[config.mk]
export PLATFORM = sky130hd
export DESIGN_NAME = locked_transaction_forwarder
export DESIGN_NICKNAME = d
export VERILOG_FILES = /design/src/verilog/lock_fwd_pkg.sv /design/src/verilog/preq_if.sv /design/src/verilog/primary_arbiter_req.sv /design/src/verilog/locked_transaction_forwarder.sv
export SDC_FILE = /design/constraint.sdc
export NUM_CORES = 1
export LEC_CHECK = 0
export ABC_AREA = 1
export ABC_CLOCK_PERIOD_IN_PS = 3900
export BUFFER_PORTS_ARGS = -buffer_cell sky130_fd_sc_hd__buf_2
export CORE_ASPECT_RATIO = 0.8
export CORE_UTILIZATION = 40
export CTS_CLUSTER_DIAMETER = 40
export DETAILED_ROUTE_END_ITERATION = 10
export PLACE_DENSITY = 0.69
export SLEW_MARGIN = 25
export SYNTH_ARGS = -nofsm -noshare
export SYNTH_HDL_FRONTEND = slang
export SYNTH_SLANG_ARGS = --single-unit
[constraint.sdc]
create_clock -name mclk_in -period 3.9 [get_ports mclk_in]
set_input_delay 0.78 -clock mclk_in [delete_from_list [all_inputs] [get_ports mclk_in]]
set_output_delay 0.78 -clock mclk_in [all_outputs]
set_load 0.01 [all_outputs]
[src/verilog/lock_fwd_pkg.sv]
// Purpose: shared constants and types for the locked transaction forwarder
// Assumes: pci command codes as on the c/be lines during the address phase
// Notes: all signals active high inside the block except the active low reset rst_b_in
package lock_fwd_pkg;
	localparam logic [3:0] cmd_io_read = 4'h2;
	localparam logic [3:0] cmd_io_write = 4'h3;
	localparam logic [3:0] cmd_mem_read = 4'h6;
	localparam logic [3:0] cmd_mem_write = 4'h7;
	localparam logic [3:0] cmd_cfg_read = 4'ha;
	localparam logic [3:0] cmd_cfg_write = 4'hb;
	localparam int req_backoff_cycles = 2;
	localparam logic [1:0] backoff_reset = 2'h0;

	typedef enum {
		lk_idle,
		lk_queued,
		lk_wait_bus,
		lk_issue,
		lk_tgt_locked,
		lk_both_locked,
		lk_aborted,
		lk_release
	} lock_state_type;

	typedef enum logic [1:0] {
		resp_none,
		resp_retry,
		resp_master_abort,
		resp_target_abort
	} resp_type;
endpackage

[src/verilog/preq_if.sv]
// Purpose: carries primary arbitration signals between the lock block and arbiter
// Assumes: one clock domain
// Notes: active high levels
`timescale 1ns/1ps
interface preq_if;
	logic upstream_pending;
	logic fully_queued;
	logic retry_seen;
	logic grant;
	logic bus_idle;
	logic req;
	logic start;
	logic park;
	modport arb (input upstream_pending, input fully_queued, input retry_seen,
		input grant, input bus_idle, output req, output start, output park);
	modport user (output upstream_pending, output fully_queued, output retry_seen,
		output grant, output bus_idle, input req, input start, input park);
endinterface

[src/verilog/primary_arbiter_req.sv]
// Purpose: primary bus request, start and parking
// Assumes: external primary arbiter
// Notes: request backs off after a retry
`timescale 1ns/1ps
module primary_arbiter_req (
	input wire logic mclk_in,
	input wire logic rst_b_in,
	preq_if.arb p
);
	import lock_fwd_pkg::*;

	typedef struct packed {
		logic [1:0] backoff;
		logic req;
		logic gnt_prev;
		logic start;
		logic park;
	} arb_state_type;

	arb_state_type s_r;
	arb_state_type s_nxt;

	always_comb begin
		s_nxt = s_r;
		s_nxt.gnt_prev = p.grant;
		s_nxt.start = 1'b0;
		if (p.retry_seen) begin
			s_nxt.backoff = 2'(req_backoff_cycles);
		end else if (s_r.backoff != 2'h0) begin
			s_nxt.backoff = s_r.backoff - 2'h1;
		end
		s_nxt.req = p.upstream_pending && p.fully_queued && !p.retry_seen &&
			(s_r.backoff <= 2'h1);
		// start after grant, park without request
		if (s_r.req && p.grant && p.bus_idle) begin
			s_nxt.start = s_r.park ? s_r.gnt_prev : 1'b1;
		end
		s_nxt.park = p.grant && !s_r.req && p.bus_idle;
	end

	always_ff @(posedge mclk_in) begin
		if (!rst_b_in) begin
			s_r <= '{backoff: backoff_reset, default: 1'b0};
		end else begin
			s_r <= s_nxt;
		end
	end

	assign p.req = s_r.req;
	assign p.start = s_r.start;
	assign p.park = s_r.park;

	property p_backoff_drop;
		@(posedge mclk_in) disable iff (!rst_b_in)
		p.retry_seen |=> !p.req [*2];
	endproperty
	a_backoff_drop: assert property (p_backoff_drop) else $error("request not dropped");

	property p_req_needs_work;
		@(posedge mclk_in) disable iff (!rst_b_in)
		p.req |-> $past(p.upstream_pending && p.fully_queued);
	endproperty
	a_req_needs_work: assert property (p_req_needs_work) else $error("request without work");

	property p_park_no_req;
		@(posedge mclk_in) disable iff (!rst_b_in)
		p.park |-> $past(p.grant && !p.req);
	endproperty
	a_park_no_req: assert property (p_park_no_req) else $error("bad park");

	c_start: cover property (@(posedge mclk_in) disable iff (!rst_b_in) p.start);
endmodule

[src/verilog/locked_transaction_forwarder.sv]
// Purpose: lock tracking across the bridge plus primary request logic
// Assumes: pci signals already decoded to active high events by the bus units
// Notes: every output is registered
`timescale 1ns/1ps
module locked_transaction_forwarder (
	input wire logic mclk_in,
	input wire logic rst_b_in,
	// primary side request decode
	input wire logic pri_req_valid_in,
	input wire logic pri_req_locked_in,
	input wire logic pri_req_downstream_in,
	input wire logic [3:0] primary_command_byte_enables_in,
	input wire logic [31:0] pri_addr_in,
	input wire logic [3:0] pri_be_in,
	input wire logic primary_parity_line_in,
	input wire logic pri_lock_in,
	input wire logic pri_frame_in,
	input wire logic pri_write_done_in,
	// secondary side
	input wire logic sec_req_valid_in,
	input wire logic sec_lock_busy_in,
	input wire logic sec_bus_idle_in,
	input wire logic sec_data_done_in,
	input wire logic sec_target_abort_in,
	input wire logic sec_master_abort_in,
	input wire logic sec_retry_in,
	input wire logic queue_empty_in,
	input wire logic master_timeout_in,
	input wire logic serr_enable_in,
	input wire logic master_abort_mode_in,
	// primary arbitration
	input wire logic upstream_pending_in,
	input wire logic upstream_queued_in,
	input wire logic pri_init_retry_in,
	input wire logic pri_gnt_in,
	input wire logic pri_bus_idle_in,
	output logic pri_req_out,
	output logic pri_start_out,
	output logic pri_park_out,
	// results
	output lock_fwd_pkg::resp_type pri_resp_out,
	output logic enqueue_out,
	output logic enqueue_locked_out,
	output logic prefetch_ok_out,
	output logic sec_req_out,
	output logic sec_lock_out,
	output logic sec_issue_locked_out,
	output logic discard_read_out,
	output logic serr_out,
	output logic status_tabort_out,
	output logic status_mabort_out,
	output logic pri_locked_out,
	output logic [39:0] captured_out
);
	import lock_fwd_pkg::*;

	typedef struct packed {
		lock_state_type st;
		resp_type resp;
		resp_type abort_kind;
		logic [31:0] addr;
		logic [3:0] cmd;
		logic [3:0] be;
		logic par;
		logic first;
		logic enq;
		logic enq_lk;
		logic prefetch;
		logic sreq;
		logic slock;
		logic issue;
		logic discard;
		logic serr;
		logic tabort;
		logic mabort;
		logic plock;
	} lock_reg_type;

	lock_reg_type s_r;
	lock_reg_type s_nxt;
	logic new_lock;
	logic match;
	logic down_req;

	preq_if pq();

	assign pq.upstream_pending = upstream_pending_in;
	assign pq.fully_queued = upstream_queued_in;
	assign pq.retry_seen = pri_init_retry_in;
	assign pq.grant = pri_gnt_in;
	assign pq.bus_idle = pri_bus_idle_in;

	primary_arbiter_req primary_arbiter_req_inst (
		.mclk_in(mclk_in),
		.rst_b_in(rst_b_in),
		.p(pq.arb)
	);

	assign down_req = pri_req_valid_in && pri_req_downstream_in;
	assign new_lock = down_req && pri_req_locked_in;
	assign match = pri_addr_in == s_r.addr && primary_command_byte_enables_in == s_r.cmd &&
		pri_be_in == s_r.be;

	////////////////////////////////////////////////////////////////////////
	always_comb begin
		s_nxt = s_r;
		s_nxt.resp = resp_none;
		s_nxt.enq = 1'b0;
		s_nxt.enq_lk = 1'b0;
		s_nxt.discard = 1'b0;
		s_nxt.serr = 1'b0;
		s_nxt.prefetch = !pri_req_locked_in;
		if (sec_req_valid_in && s_r.st == lk_idle) begin
			s_nxt.enq = 1'b1;
		end
		if (down_req && s_r.st inside {lk_queued, lk_wait_bus, lk_issue, lk_release}) begin
			s_nxt.resp = resp_retry;
		end
		unique case (s_r.st)
			lk_idle: begin
				if (new_lock) begin
					if (sec_lock_busy_in) begin
						s_nxt.resp = resp_retry;
					end else if (primary_command_byte_enables_in != cmd_mem_read) begin
						s_nxt.resp = resp_master_abort;
					end else begin
						s_nxt.addr = pri_addr_in;
						s_nxt.cmd = primary_command_byte_enables_in;
						s_nxt.be = pri_be_in;
						s_nxt.par = primary_parity_line_in;
						s_nxt.enq = 1'b1;
						s_nxt.enq_lk = 1'b1;
						s_nxt.prefetch = 1'b0;
						s_nxt.resp = resp_retry;
						s_nxt.first = 1'b1;
						s_nxt.st = lk_queued;
					end
				end else if (down_req) begin
					s_nxt.enq = 1'b1;
				end
			end
			lk_queued: begin
				if (queue_empty_in) begin
					s_nxt.st = lk_wait_bus;
				end
			end
			lk_wait_bus: begin
				if (!sec_lock_busy_in && sec_bus_idle_in) begin
					s_nxt.sreq = 1'b1;
					s_nxt.issue = 1'b1;
					s_nxt.st = lk_issue;
				end
			end
			lk_issue: begin
				s_nxt.slock = 1'b1;
				if (sec_data_done_in) begin
					s_nxt.sreq = 1'b0;
					s_nxt.st = lk_tgt_locked;
				end else if (sec_target_abort_in || sec_master_abort_in) begin
					s_nxt.sreq = 1'b0;
					s_nxt.slock = 1'b0;
					s_nxt.issue = 1'b0;
					s_nxt.abort_kind = sec_target_abort_in ? resp_target_abort :
						resp_master_abort;
					s_nxt.st = lk_aborted;
				end else if (sec_retry_in && s_r.first) begin
					s_nxt.slock = 1'b0;
					s_nxt.st = lk_wait_bus;
				end
			end
			lk_tgt_locked: begin
				if (master_timeout_in) begin
					s_nxt.discard = 1'b1;
					s_nxt.serr = serr_enable_in;
					s_nxt.st = lk_release;
				end else if (new_lock && match) begin
					s_nxt.plock = 1'b1;
					s_nxt.first = 1'b0;
					s_nxt.st = lk_both_locked;
				end else if (down_req) begin
					s_nxt.resp = resp_retry;
				end
			end
			lk_both_locked: begin
				if (new_lock) begin
					s_nxt.enq = 1'b1;
					s_nxt.enq_lk = 1'b1;
				end else if (down_req) begin
					s_nxt.resp = resp_retry;
				end
				if (sec_target_abort_in || (sec_master_abort_in && master_abort_mode_in)) begin
					s_nxt.serr = serr_enable_in;
				end
				if (pri_write_done_in && !pri_lock_in) begin
					s_nxt.st = lk_release;
				end else if (!pri_lock_in && !pri_frame_in) begin
					s_nxt.st = lk_release;
				end
			end
			lk_aborted: begin
				if (new_lock && match) begin
					s_nxt.resp = s_r.abort_kind;
					s_nxt.tabort = s_r.tabort || s_r.abort_kind == resp_target_abort;
					s_nxt.mabort = s_r.mabort || s_r.abort_kind == resp_master_abort;
					s_nxt.st = lk_idle;
				end
			end
			lk_release: begin
				s_nxt.slock = 1'b0;
				s_nxt.issue = 1'b0;
				s_nxt.plock = 1'b0;
				s_nxt.st = lk_idle;
			end
		endcase
	end

	always_ff @(posedge mclk_in) begin
		if (!rst_b_in) begin
			s_r <= '{st: lk_idle, resp: resp_none, abort_kind: resp_none, default: '0};
		end else begin
			s_r <= s_nxt;
		end
	end

	always_ff @(posedge mclk_in) begin
		if (!rst_b_in) begin
			pri_req_out <= 1'b0;
			pri_start_out <= 1'b0;
			pri_park_out <= 1'b0;
		end else begin
			pri_req_out <= pq.req;
			pri_start_out <= pq.start;
			pri_park_out <= pq.park;
		end
	end

	assign pri_resp_out = s_r.resp;
	assign enqueue_out = s_r.enq;
	assign enqueue_locked_out = s_r.enq_lk;
	assign prefetch_ok_out = s_r.prefetch;
	assign sec_req_out = s_r.sreq;
	assign sec_lock_out = s_r.slock;
	assign sec_issue_locked_out = s_r.issue;
	assign discard_read_out = s_r.discard;
	assign serr_out = s_r.serr;
	assign status_tabort_out = s_r.tabort;
	assign status_mabort_out = s_r.mabort;
	assign pri_locked_out = s_r.plock;
	assign captured_out = {s_r.addr[31:0], s_r.cmd, s_r.be[3:1], s_r.par};

	////////////////////////////////////////////////////////////////////////
	property p_conflict_retry;
		@(posedge mclk_in) disable iff (!rst_b_in)
		(s_r.st == lk_idle && new_lock && sec_lock_busy_in) |=> pri_resp_out == resp_retry;
	endproperty
	a_conflict_retry: assert property (p_conflict_retry) else $error("no retry");

	property p_bad_first;
		@(posedge mclk_in) disable iff (!rst_b_in)
		(s_r.st == lk_idle && new_lock && !sec_lock_busy_in &&
			primary_command_byte_enables_in == cmd_io_write) |=>
			pri_resp_out == resp_master_abort;
	endproperty
	a_bad_first: assert property (p_bad_first) else $error("no master abort");

	property p_no_prefetch;
		@(posedge mclk_in) disable iff (!rst_b_in)
		(pri_req_locked_in && pri_req_valid_in) |=> !prefetch_ok_out;
	endproperty
	a_no_prefetch: assert property (p_no_prefetch) else $error("locked prefetch");

	property p_hold_others;
		@(posedge mclk_in) disable iff (!rst_b_in)
		(down_req && (s_r.st inside {lk_queued, lk_wait_bus, lk_issue} ||
			(s_r.st == lk_tgt_locked && !new_lock && !master_timeout_in))) |=>
			pri_resp_out == resp_retry && !enqueue_out;
	endproperty
	a_hold_others: assert property (p_hold_others) else $error("crossing not retried");

	property p_wait_drain;
		@(posedge mclk_in) disable iff (!rst_b_in)
		(s_r.st == lk_queued && !queue_empty_in) |=> !sec_req_out;
	endproperty
	a_wait_drain: assert property (p_wait_drain) else $error("issued early");

	property p_timeout_release;
		@(posedge mclk_in) disable iff (!rst_b_in)
		(s_r.st == lk_tgt_locked && master_timeout_in) |=> discard_read_out ##1 !sec_lock_out;
	endproperty
	a_timeout_release: assert property (p_timeout_release) else $error("timeout kept lock");

	property p_abort_nolock;
		@(posedge mclk_in) disable iff (!rst_b_in)
		(s_r.st == lk_issue && !sec_data_done_in &&
			(sec_target_abort_in || sec_master_abort_in)) |=>
			!sec_lock_out && !pri_locked_out;
	endproperty
	a_abort_nolock: assert property (p_abort_nolock) else $error("lock after abort");

	property p_release;
		@(posedge mclk_in) disable iff (!rst_b_in)
		(s_r.st == lk_both_locked && !pri_lock_in && !pri_frame_in) |=> ##1 !sec_lock_out;
	endproperty
	a_release: assert property (p_release) else $error("lock not released");

	c_lock_both: cover property (@(posedge mclk_in) disable iff (!rst_b_in) pri_locked_out);
	c_abort: cover property (@(posedge mclk_in) disable iff (!rst_b_in) s_r.st == lk_aborted);
	c_timeout: cover property (@(posedge mclk_in) disable iff (!rst_b_in) discard_read_out);
endmodule

==> flow_summary.html <==
<table>
<tr><th>Metric</th><th>Value</th></tr>
<tr><th colspan="2">Timing</th></tr>
<tr><td>Setup Viol. Count Final</td><td>0</td></tr>
<tr><td>Unrepaired setup endpoints after global routing</td><td>no</td></tr>
<tr><td>Final min period</td><td>2063 ps</td></tr>
<tr><td>Portion of the clock cycle consumed by the worst path in the final layout</td><td>0.5291</td></tr>
<tr><td>Maximum operating frequency</td><td>0.4846 GHz</td></tr>
<tr><td>Slew HR</td><td>0.5048</td></tr>
<tr><td>Worst Slack Setup Final</td><td>1837 ps</td></tr>
<tr><td>Final setup TNS</td><td>0 ps</td></tr>
<tr><td>Worst slew pin tran</td><td>742.0 ps</td></tr>
<tr><td>Final Max Tran Viols</td><td>0</td></tr>
<tr><td>Number of endpoints with negative hold slack in the final report</td><td>0</td></tr>
<tr><td>Setup skew after layout</td><td>8.207 ps</td></tr>
<tr><th colspan="2">Min path</th></tr>
<tr><td>Number of cells on the worst hold path</td><td>2</td></tr>
<tr><td>Class of the worst hold path</td><td>register to register</td></tr>
<tr><th colspan="2">Worst setup path</th></tr>
<tr><td>Bufs and invs on worst path</td><td>1</td></tr>
<tr><td>Largest fanout on the critical path</td><td>6</td></tr>
<tr><td>CP most frequent cell</td><td>sky130_fd_sc_hd__nand2_1</td></tr>
<tr><td>Worst R2R Path Depth</td><td>9</td></tr>
<tr><td>Critical path's slowest cell</td><td>sky130_fd_sc_hd__xnor2_1</td></tr>
<tr><td>Worst path required time</td><td>4130 ps</td></tr>
<tr><td>Cell chain of the critical path</td><td>buf_2 &gt; xnor2_1 &gt; nand2_1 &gt; nor2_1 &gt; nand2_1 &gt; nor2_4 &gt; nand3_4 &gt; a21oi_1 &gt; nand3_1 &gt; nand2_1 &gt; nor2_1</td></tr>
<tr><td>Arrival time at the worst endpoint</td><td>2290 ps</td></tr>
<tr><td>Register-to-register path setup slack</td><td>2020 ps</td></tr>
<tr><td>Launching element type of the critical path</td><td>input port</td></tr>
<tr><td>Slowest cell delay on critical path</td><td>370 ps</td></tr>
<tr><td>Worst Setup End Kind</td><td>register</td></tr>
<tr><td>CP Depth</td><td>11</td></tr>
<tr><td>Worst setup path class</td><td>input port to register</td></tr>
<tr><td>Cell family with most CP delay</td><td>simple AND/OR/NAND/NOR gates</td></tr>
<tr><th colspan="2">Drt</th></tr>
<tr><td>Starting DRT DRC Count</td><td>204</td></tr>
<tr><td>Detailed-route vias per instance</td><td>4.855</td></tr>
<tr><td>Number of detailed-routing iterations run before antenna repair</td><td>5</td></tr>
<tr><td>Final Routed Wirelength</td><td>10.48 mm</td></tr>
<tr><td>Post-detailed-route DRC marker count</td><td>0</td></tr>
<tr><td>Via count</td><td>3,806</td></tr>
<tr><td>Wire per inst</td><td>13.36 um</td></tr>
<tr><td>Routed Antenna Nets</td><td>0</td></tr>
<tr><th colspan="2">Yosys</th></tr>
<tr><td>Post-Syn Area per Cell</td><td>6.710 um2</td></tr>
<tr><td>Post-Syn Area</td><td>3939 um2</td></tr>
<tr><td>Sequential element share of the synthesized area</td><td>0.3507</td></tr>
<tr><td>Yosys top cell by area</td><td>sky130_fd_sc_hd__dfxtp_1</td></tr>
<tr><td>FFs w/ async S/R, synth</td><td>0</td></tr>
<tr><td>FF+latch count, synth</td><td>69</td></tr>
<tr><td>Biggest area contributors in the synthesized netlist</td><td>sky130_fd_sc_hd__dfxtp_1, sky130_fd_sc_hd__nand2_1, sky130_fd_sc_hd__nor2_1</td></tr>
<tr><td>Mapped Nets</td><td>652</td></tr>
<tr><td>Most frequently used cell type in the post-synthesis netlist</td><td>sky130_fd_sc_hd__nand2_1</td></tr>
<tr><td>Number of distinct library cells after synthesis</td><td>35</td></tr>
<tr><td>Top-area cell type share of the netlist area</td><td>0.3507</td></tr>
<tr><td>Flip-flop cell with the highest count after synthesis</td><td>sky130_fd_sc_hd__dfxtp_1</td></tr>
<tr><td>Top cells by instance count after synthesis</td><td>sky130_fd_sc_hd__nand2_1, sky130_fd_sc_hd__nor2_1, sky130_fd_sc_hd__dfxtp_1</td></tr>
<tr><td>Number of synthesized flops with an enable pin</td><td>0</td></tr>
<tr><td>Gate count of the mapped netlist</td><td>587</td></tr>
<tr><td>Warnings from Yosys</td><td>0</td></tr>
<tr><th colspan="2">Pwr</th></tr>
<tr><td>Leakage dissipation</td><td>2.215 nW</td></tr>
<tr><td>Logic gate share of total power</td><td>0.092</td></tr>
<tr><td>Net load switching power</td><td>0.4155 mW</td></tr>
<tr><td>Share of total power consumed by net switching</td><td>0.2435</td></tr>
<tr><td>Register share of total power</td><td>0.420</td></tr>
<tr><td>Power density of the placed cells</td><td>369.3 nW/um2</td></tr>
<tr><td>Clk pwr share</td><td>0.489</td></tr>
<tr><td>Largest voltage drop on the vdd net</td><td>0.2187 mV</td></tr>
<tr><td>Power consumption</td><td>1.706 mW</td></tr>
<tr><td>Cell internal power dissipation</td><td>1.291 mW</td></tr>
<tr><th colspan="2">Clocking</th></tr>
<tr><td>Clock buffer depth</td><td>2</td></tr>
<tr><td>CTS clock-pin slew for the worst setup and hold paths</td><td>60 ps</td></tr>
<tr><td>TritonCTS sink count</td><td>69</td></tr>
<tr><td>Clock latency at the later pin of the worst-skew pair</td><td>340 ps</td></tr>
<tr><td>Post-CTS setup repair buffer count</td><td>0</td></tr>
<tr><td># hold bufs at CTS</td><td>0</td></tr>
<tr><td>Root Driver</td><td>sky130_fd_sc_hd__clkbuf_16</td></tr>
<tr><td>Post_cts resized</td><td>0</td></tr>
<tr><td>Number of H-tree levels</td><td>3</td></tr>
<tr><td>Clock buffers created by TritonCTS</td><td>9</td></tr>
<tr><td>Clock tree from TritonCTS</td><td>built</td></tr>
<tr><th colspan="2">Layout</th></tr>
<tr><td>Diode count</td><td>0</td></tr>
<tr><td>Post-Layout Inst Area</td><td>4621 um2</td></tr>
<tr><td>Ratio of cells with drive above 1 in the final layout</td><td>0.2571</td></tr>
<tr><td>Area Growth Syn to Fin</td><td>17.31%</td></tr>
<tr><td>Net count of the finished layout</td><td>729</td></tr>
<tr><th colspan="2">Placed design</th></tr>
<tr><td>Cell area after placement</td><td>4313 um2</td></tr>
<tr><td>Pre-CTS WS</td><td>1513 ps</td></tr>
<tr><td>Gpl congestion</td><td>0.9313</td></tr>
<tr><td>Port Buffers</td><td>120</td></tr>
<tr><td>Estimated wirelength of the detail-placed design</td><td>8.122 mm</td></tr>
<tr><th colspan="2">Die</th></tr>
<tr><td>Placeable core area</td><td>9309 um2</td></tr>
<tr><td>Cell Rows</td><td>31</td></tr>
<tr><td>Die Y</td><td>90.76 um</td></tr>
<tr><td>Io pins</td><td>121</td></tr>
<tr><td>Initial cell density of the core</td><td>0.4231</td></tr>
<tr><td>Horizontal die dimension</td><td>112.9 um</td></tr>
<tr><td>Overall die area</td><td>10,250 um2</td></tr>
<tr><th colspan="2">Run status</th></tr>
<tr><td>Outcome</td><td>completed</td></tr>
<tr><th colspan="2">Global route</th></tr>
<tr><td>Grt met3 use</td><td>0.06779</td></tr>
<tr><td>Antenna violations before repair</td><td>0</td></tr>
<tr><td>Total routing resource utilization after global routing</td><td>0.2139</td></tr>
<tr><td>GR Overflow Total</td><td>0</td></tr>
<tr><td>Pin count of the biggest net entering global routing</td><td>56</td></tr>
<tr><td>Global routing met1 resource utilization</td><td>0.2875</td></tr>
<tr><td>Number of global-route vias before repair</td><td>3,507</td></tr>
<tr><td>Most Crowded Layer GR</td><td>met2</td></tr>
<tr><td>Met2 track demand over resource</td><td>0.3251</td></tr>
<tr><td>Wire length of the first global-routing pass</td><td>17.05 mm</td></tr>
<tr><th colspan="2">Flow run</th></tr>
<tr><td>Maximum Capacitance Violations</td><td>0</td></tr>
</table>
-- power by group through the flow --
stage	Sequential, mW	Combinational [mW]	Clock (mW)
2_1_floorplan	0.732	0.0876	0
3_3_place_gp	0.731	0.153	0
3_5_place_dp	0.731	0.155	0
4_1_cts	0.716	0.156	0.854
5_1_grt	0.716	0.176	0.884
6_report	0.716	0.157	0.834
-- placed cells by master, fill, tap and decap left out, types with 3 or more instances in the layout --
cell type / Yosys / final
sky130_fd_sc_hd__nand4_1: 9 / 9
sky130_fd_sc_hd__a21oi_1: 39 / 39
sky130_fd_sc_hd__o21ai_1: 3 / 3
sky130_fd_sc_hd__nor3_1: 8 / 8
sky130_fd_sc_hd__nor2_2: 8 / 8
sky130_fd_sc_hd__nand2_1: 109 / 109
sky130_fd_sc_hd__nor2_4: 4 / 4
sky130_fd_sc_hd__dfxtp_1: 69 / 69
sky130_fd_sc_hd__nand2_2: 8 / 8
sky130_fd_sc_hd__clkinv_1: 3 / 3
sky130_fd_sc_hd__xnor2_1: 20 / 20
sky130_fd_sc_hd__clkbuf_16: 0 / 9
sky130_fd_sc_hd__inv_1: 63 / 63
sky130_fd_sc_hd__buf_2: 5 / 120
sky130_fd_sc_hd__xor2_1: 4 / 4
sky130_fd_sc_hd__nor2_1: 98 / 98
sky130_fd_sc_hd__o21ai_0: 46 / 46
sky130_fd_sc_hd__nand3_1: 15 / 15
sky130_fd_sc_hd__inv_2: 10 / 10
-- stage by stage --
stage,utilization,cells,hold slack (ps)
after CTS,0.4964,784,417.0
after global placement,0.4633,768,402.4
final,0.4964,784,412.6
after detailed placement,0.4633,768,402.5
after global routing,0.4964,784,446.0
after floorplan,-,587,390.5
-- flip-flops by register name, summed over array words and instances (netlist names), 2 cells and up --
| register | flops |
|---|---|
| captured_out | 40 |
| pri_resp_out | 2 |
| primary_arbiter_req_inst.s_r | 3 |
| s_r | 7 |
-- cells by family after synthesis --
| logic type | count (synthesis) | share of synthesized area |
|---|---|---|
| AO/OA/AOI/OAI | 95 | 0.1252 |
| XOR/XNOR | 25 | 0.05750 |
| buffers and inverters | 132 | 0.1703 |
| flip-flops | 69 | 0.3507 |
| AND/OR/NAND/NOR | 266 | 0.2964 |
-- worst reg2reg max path, cell delays in order, from the launching register on --
cell and delay, ps:
sky130_fd_sc_hd__dfxtp_1 350, sky130_fd_sc_hd__nor2_1 130, sky130_fd_sc_hd__inv_2 100, sky130_fd_sc_hd__nor2_4 130
sky130_fd_sc_hd__inv_2 60, sky130_fd_sc_hd__nor2_2 100, sky130_fd_sc_hd__nand2_1 90, sky130_fd_sc_hd__inv_1 550
sky130_fd_sc_hd__o21ai_0 160, sky130_fd_sc_hd__a21oi_1 140
-- worst paths after layout --
path,start,to
worst max-delay path,pri_addr_in[27],s_r[59]
worst min-delay path,primary_arbiter_req_inst.p.start,pri_start_out
worst max register to register,s_r[58],captured_out[29]
worst min register to register,primary_arbiter_req_inst.p.start,pri_start_out
-- final cells by class --
type                       instances  area [um2]
timing repair buffer             122       615.6
tap                              115       143.9
clock buffer                      10       239.0
sequential                        69        1381
fill                             960        4688
clock inverter                     6       68.82
inverter                          76       285.3
multi-input combinational        386        1887
-- routing by layer --
| metal | share of wire | wire (um) | vias to the layer above |
|---|---|---|---|
| met5 | 0 | 0 | - |
| met4 | 0.011 | 116 | 0 |
| met3 | 0.079 | 827 | 13 |
| met2 | 0.42 | 4401 | 125 |
| met1 | 0.49 | 5129 | 1712 |
| li1 | - | - | 1956 |
Note: power is estimated with default switching activity, not from simulation.
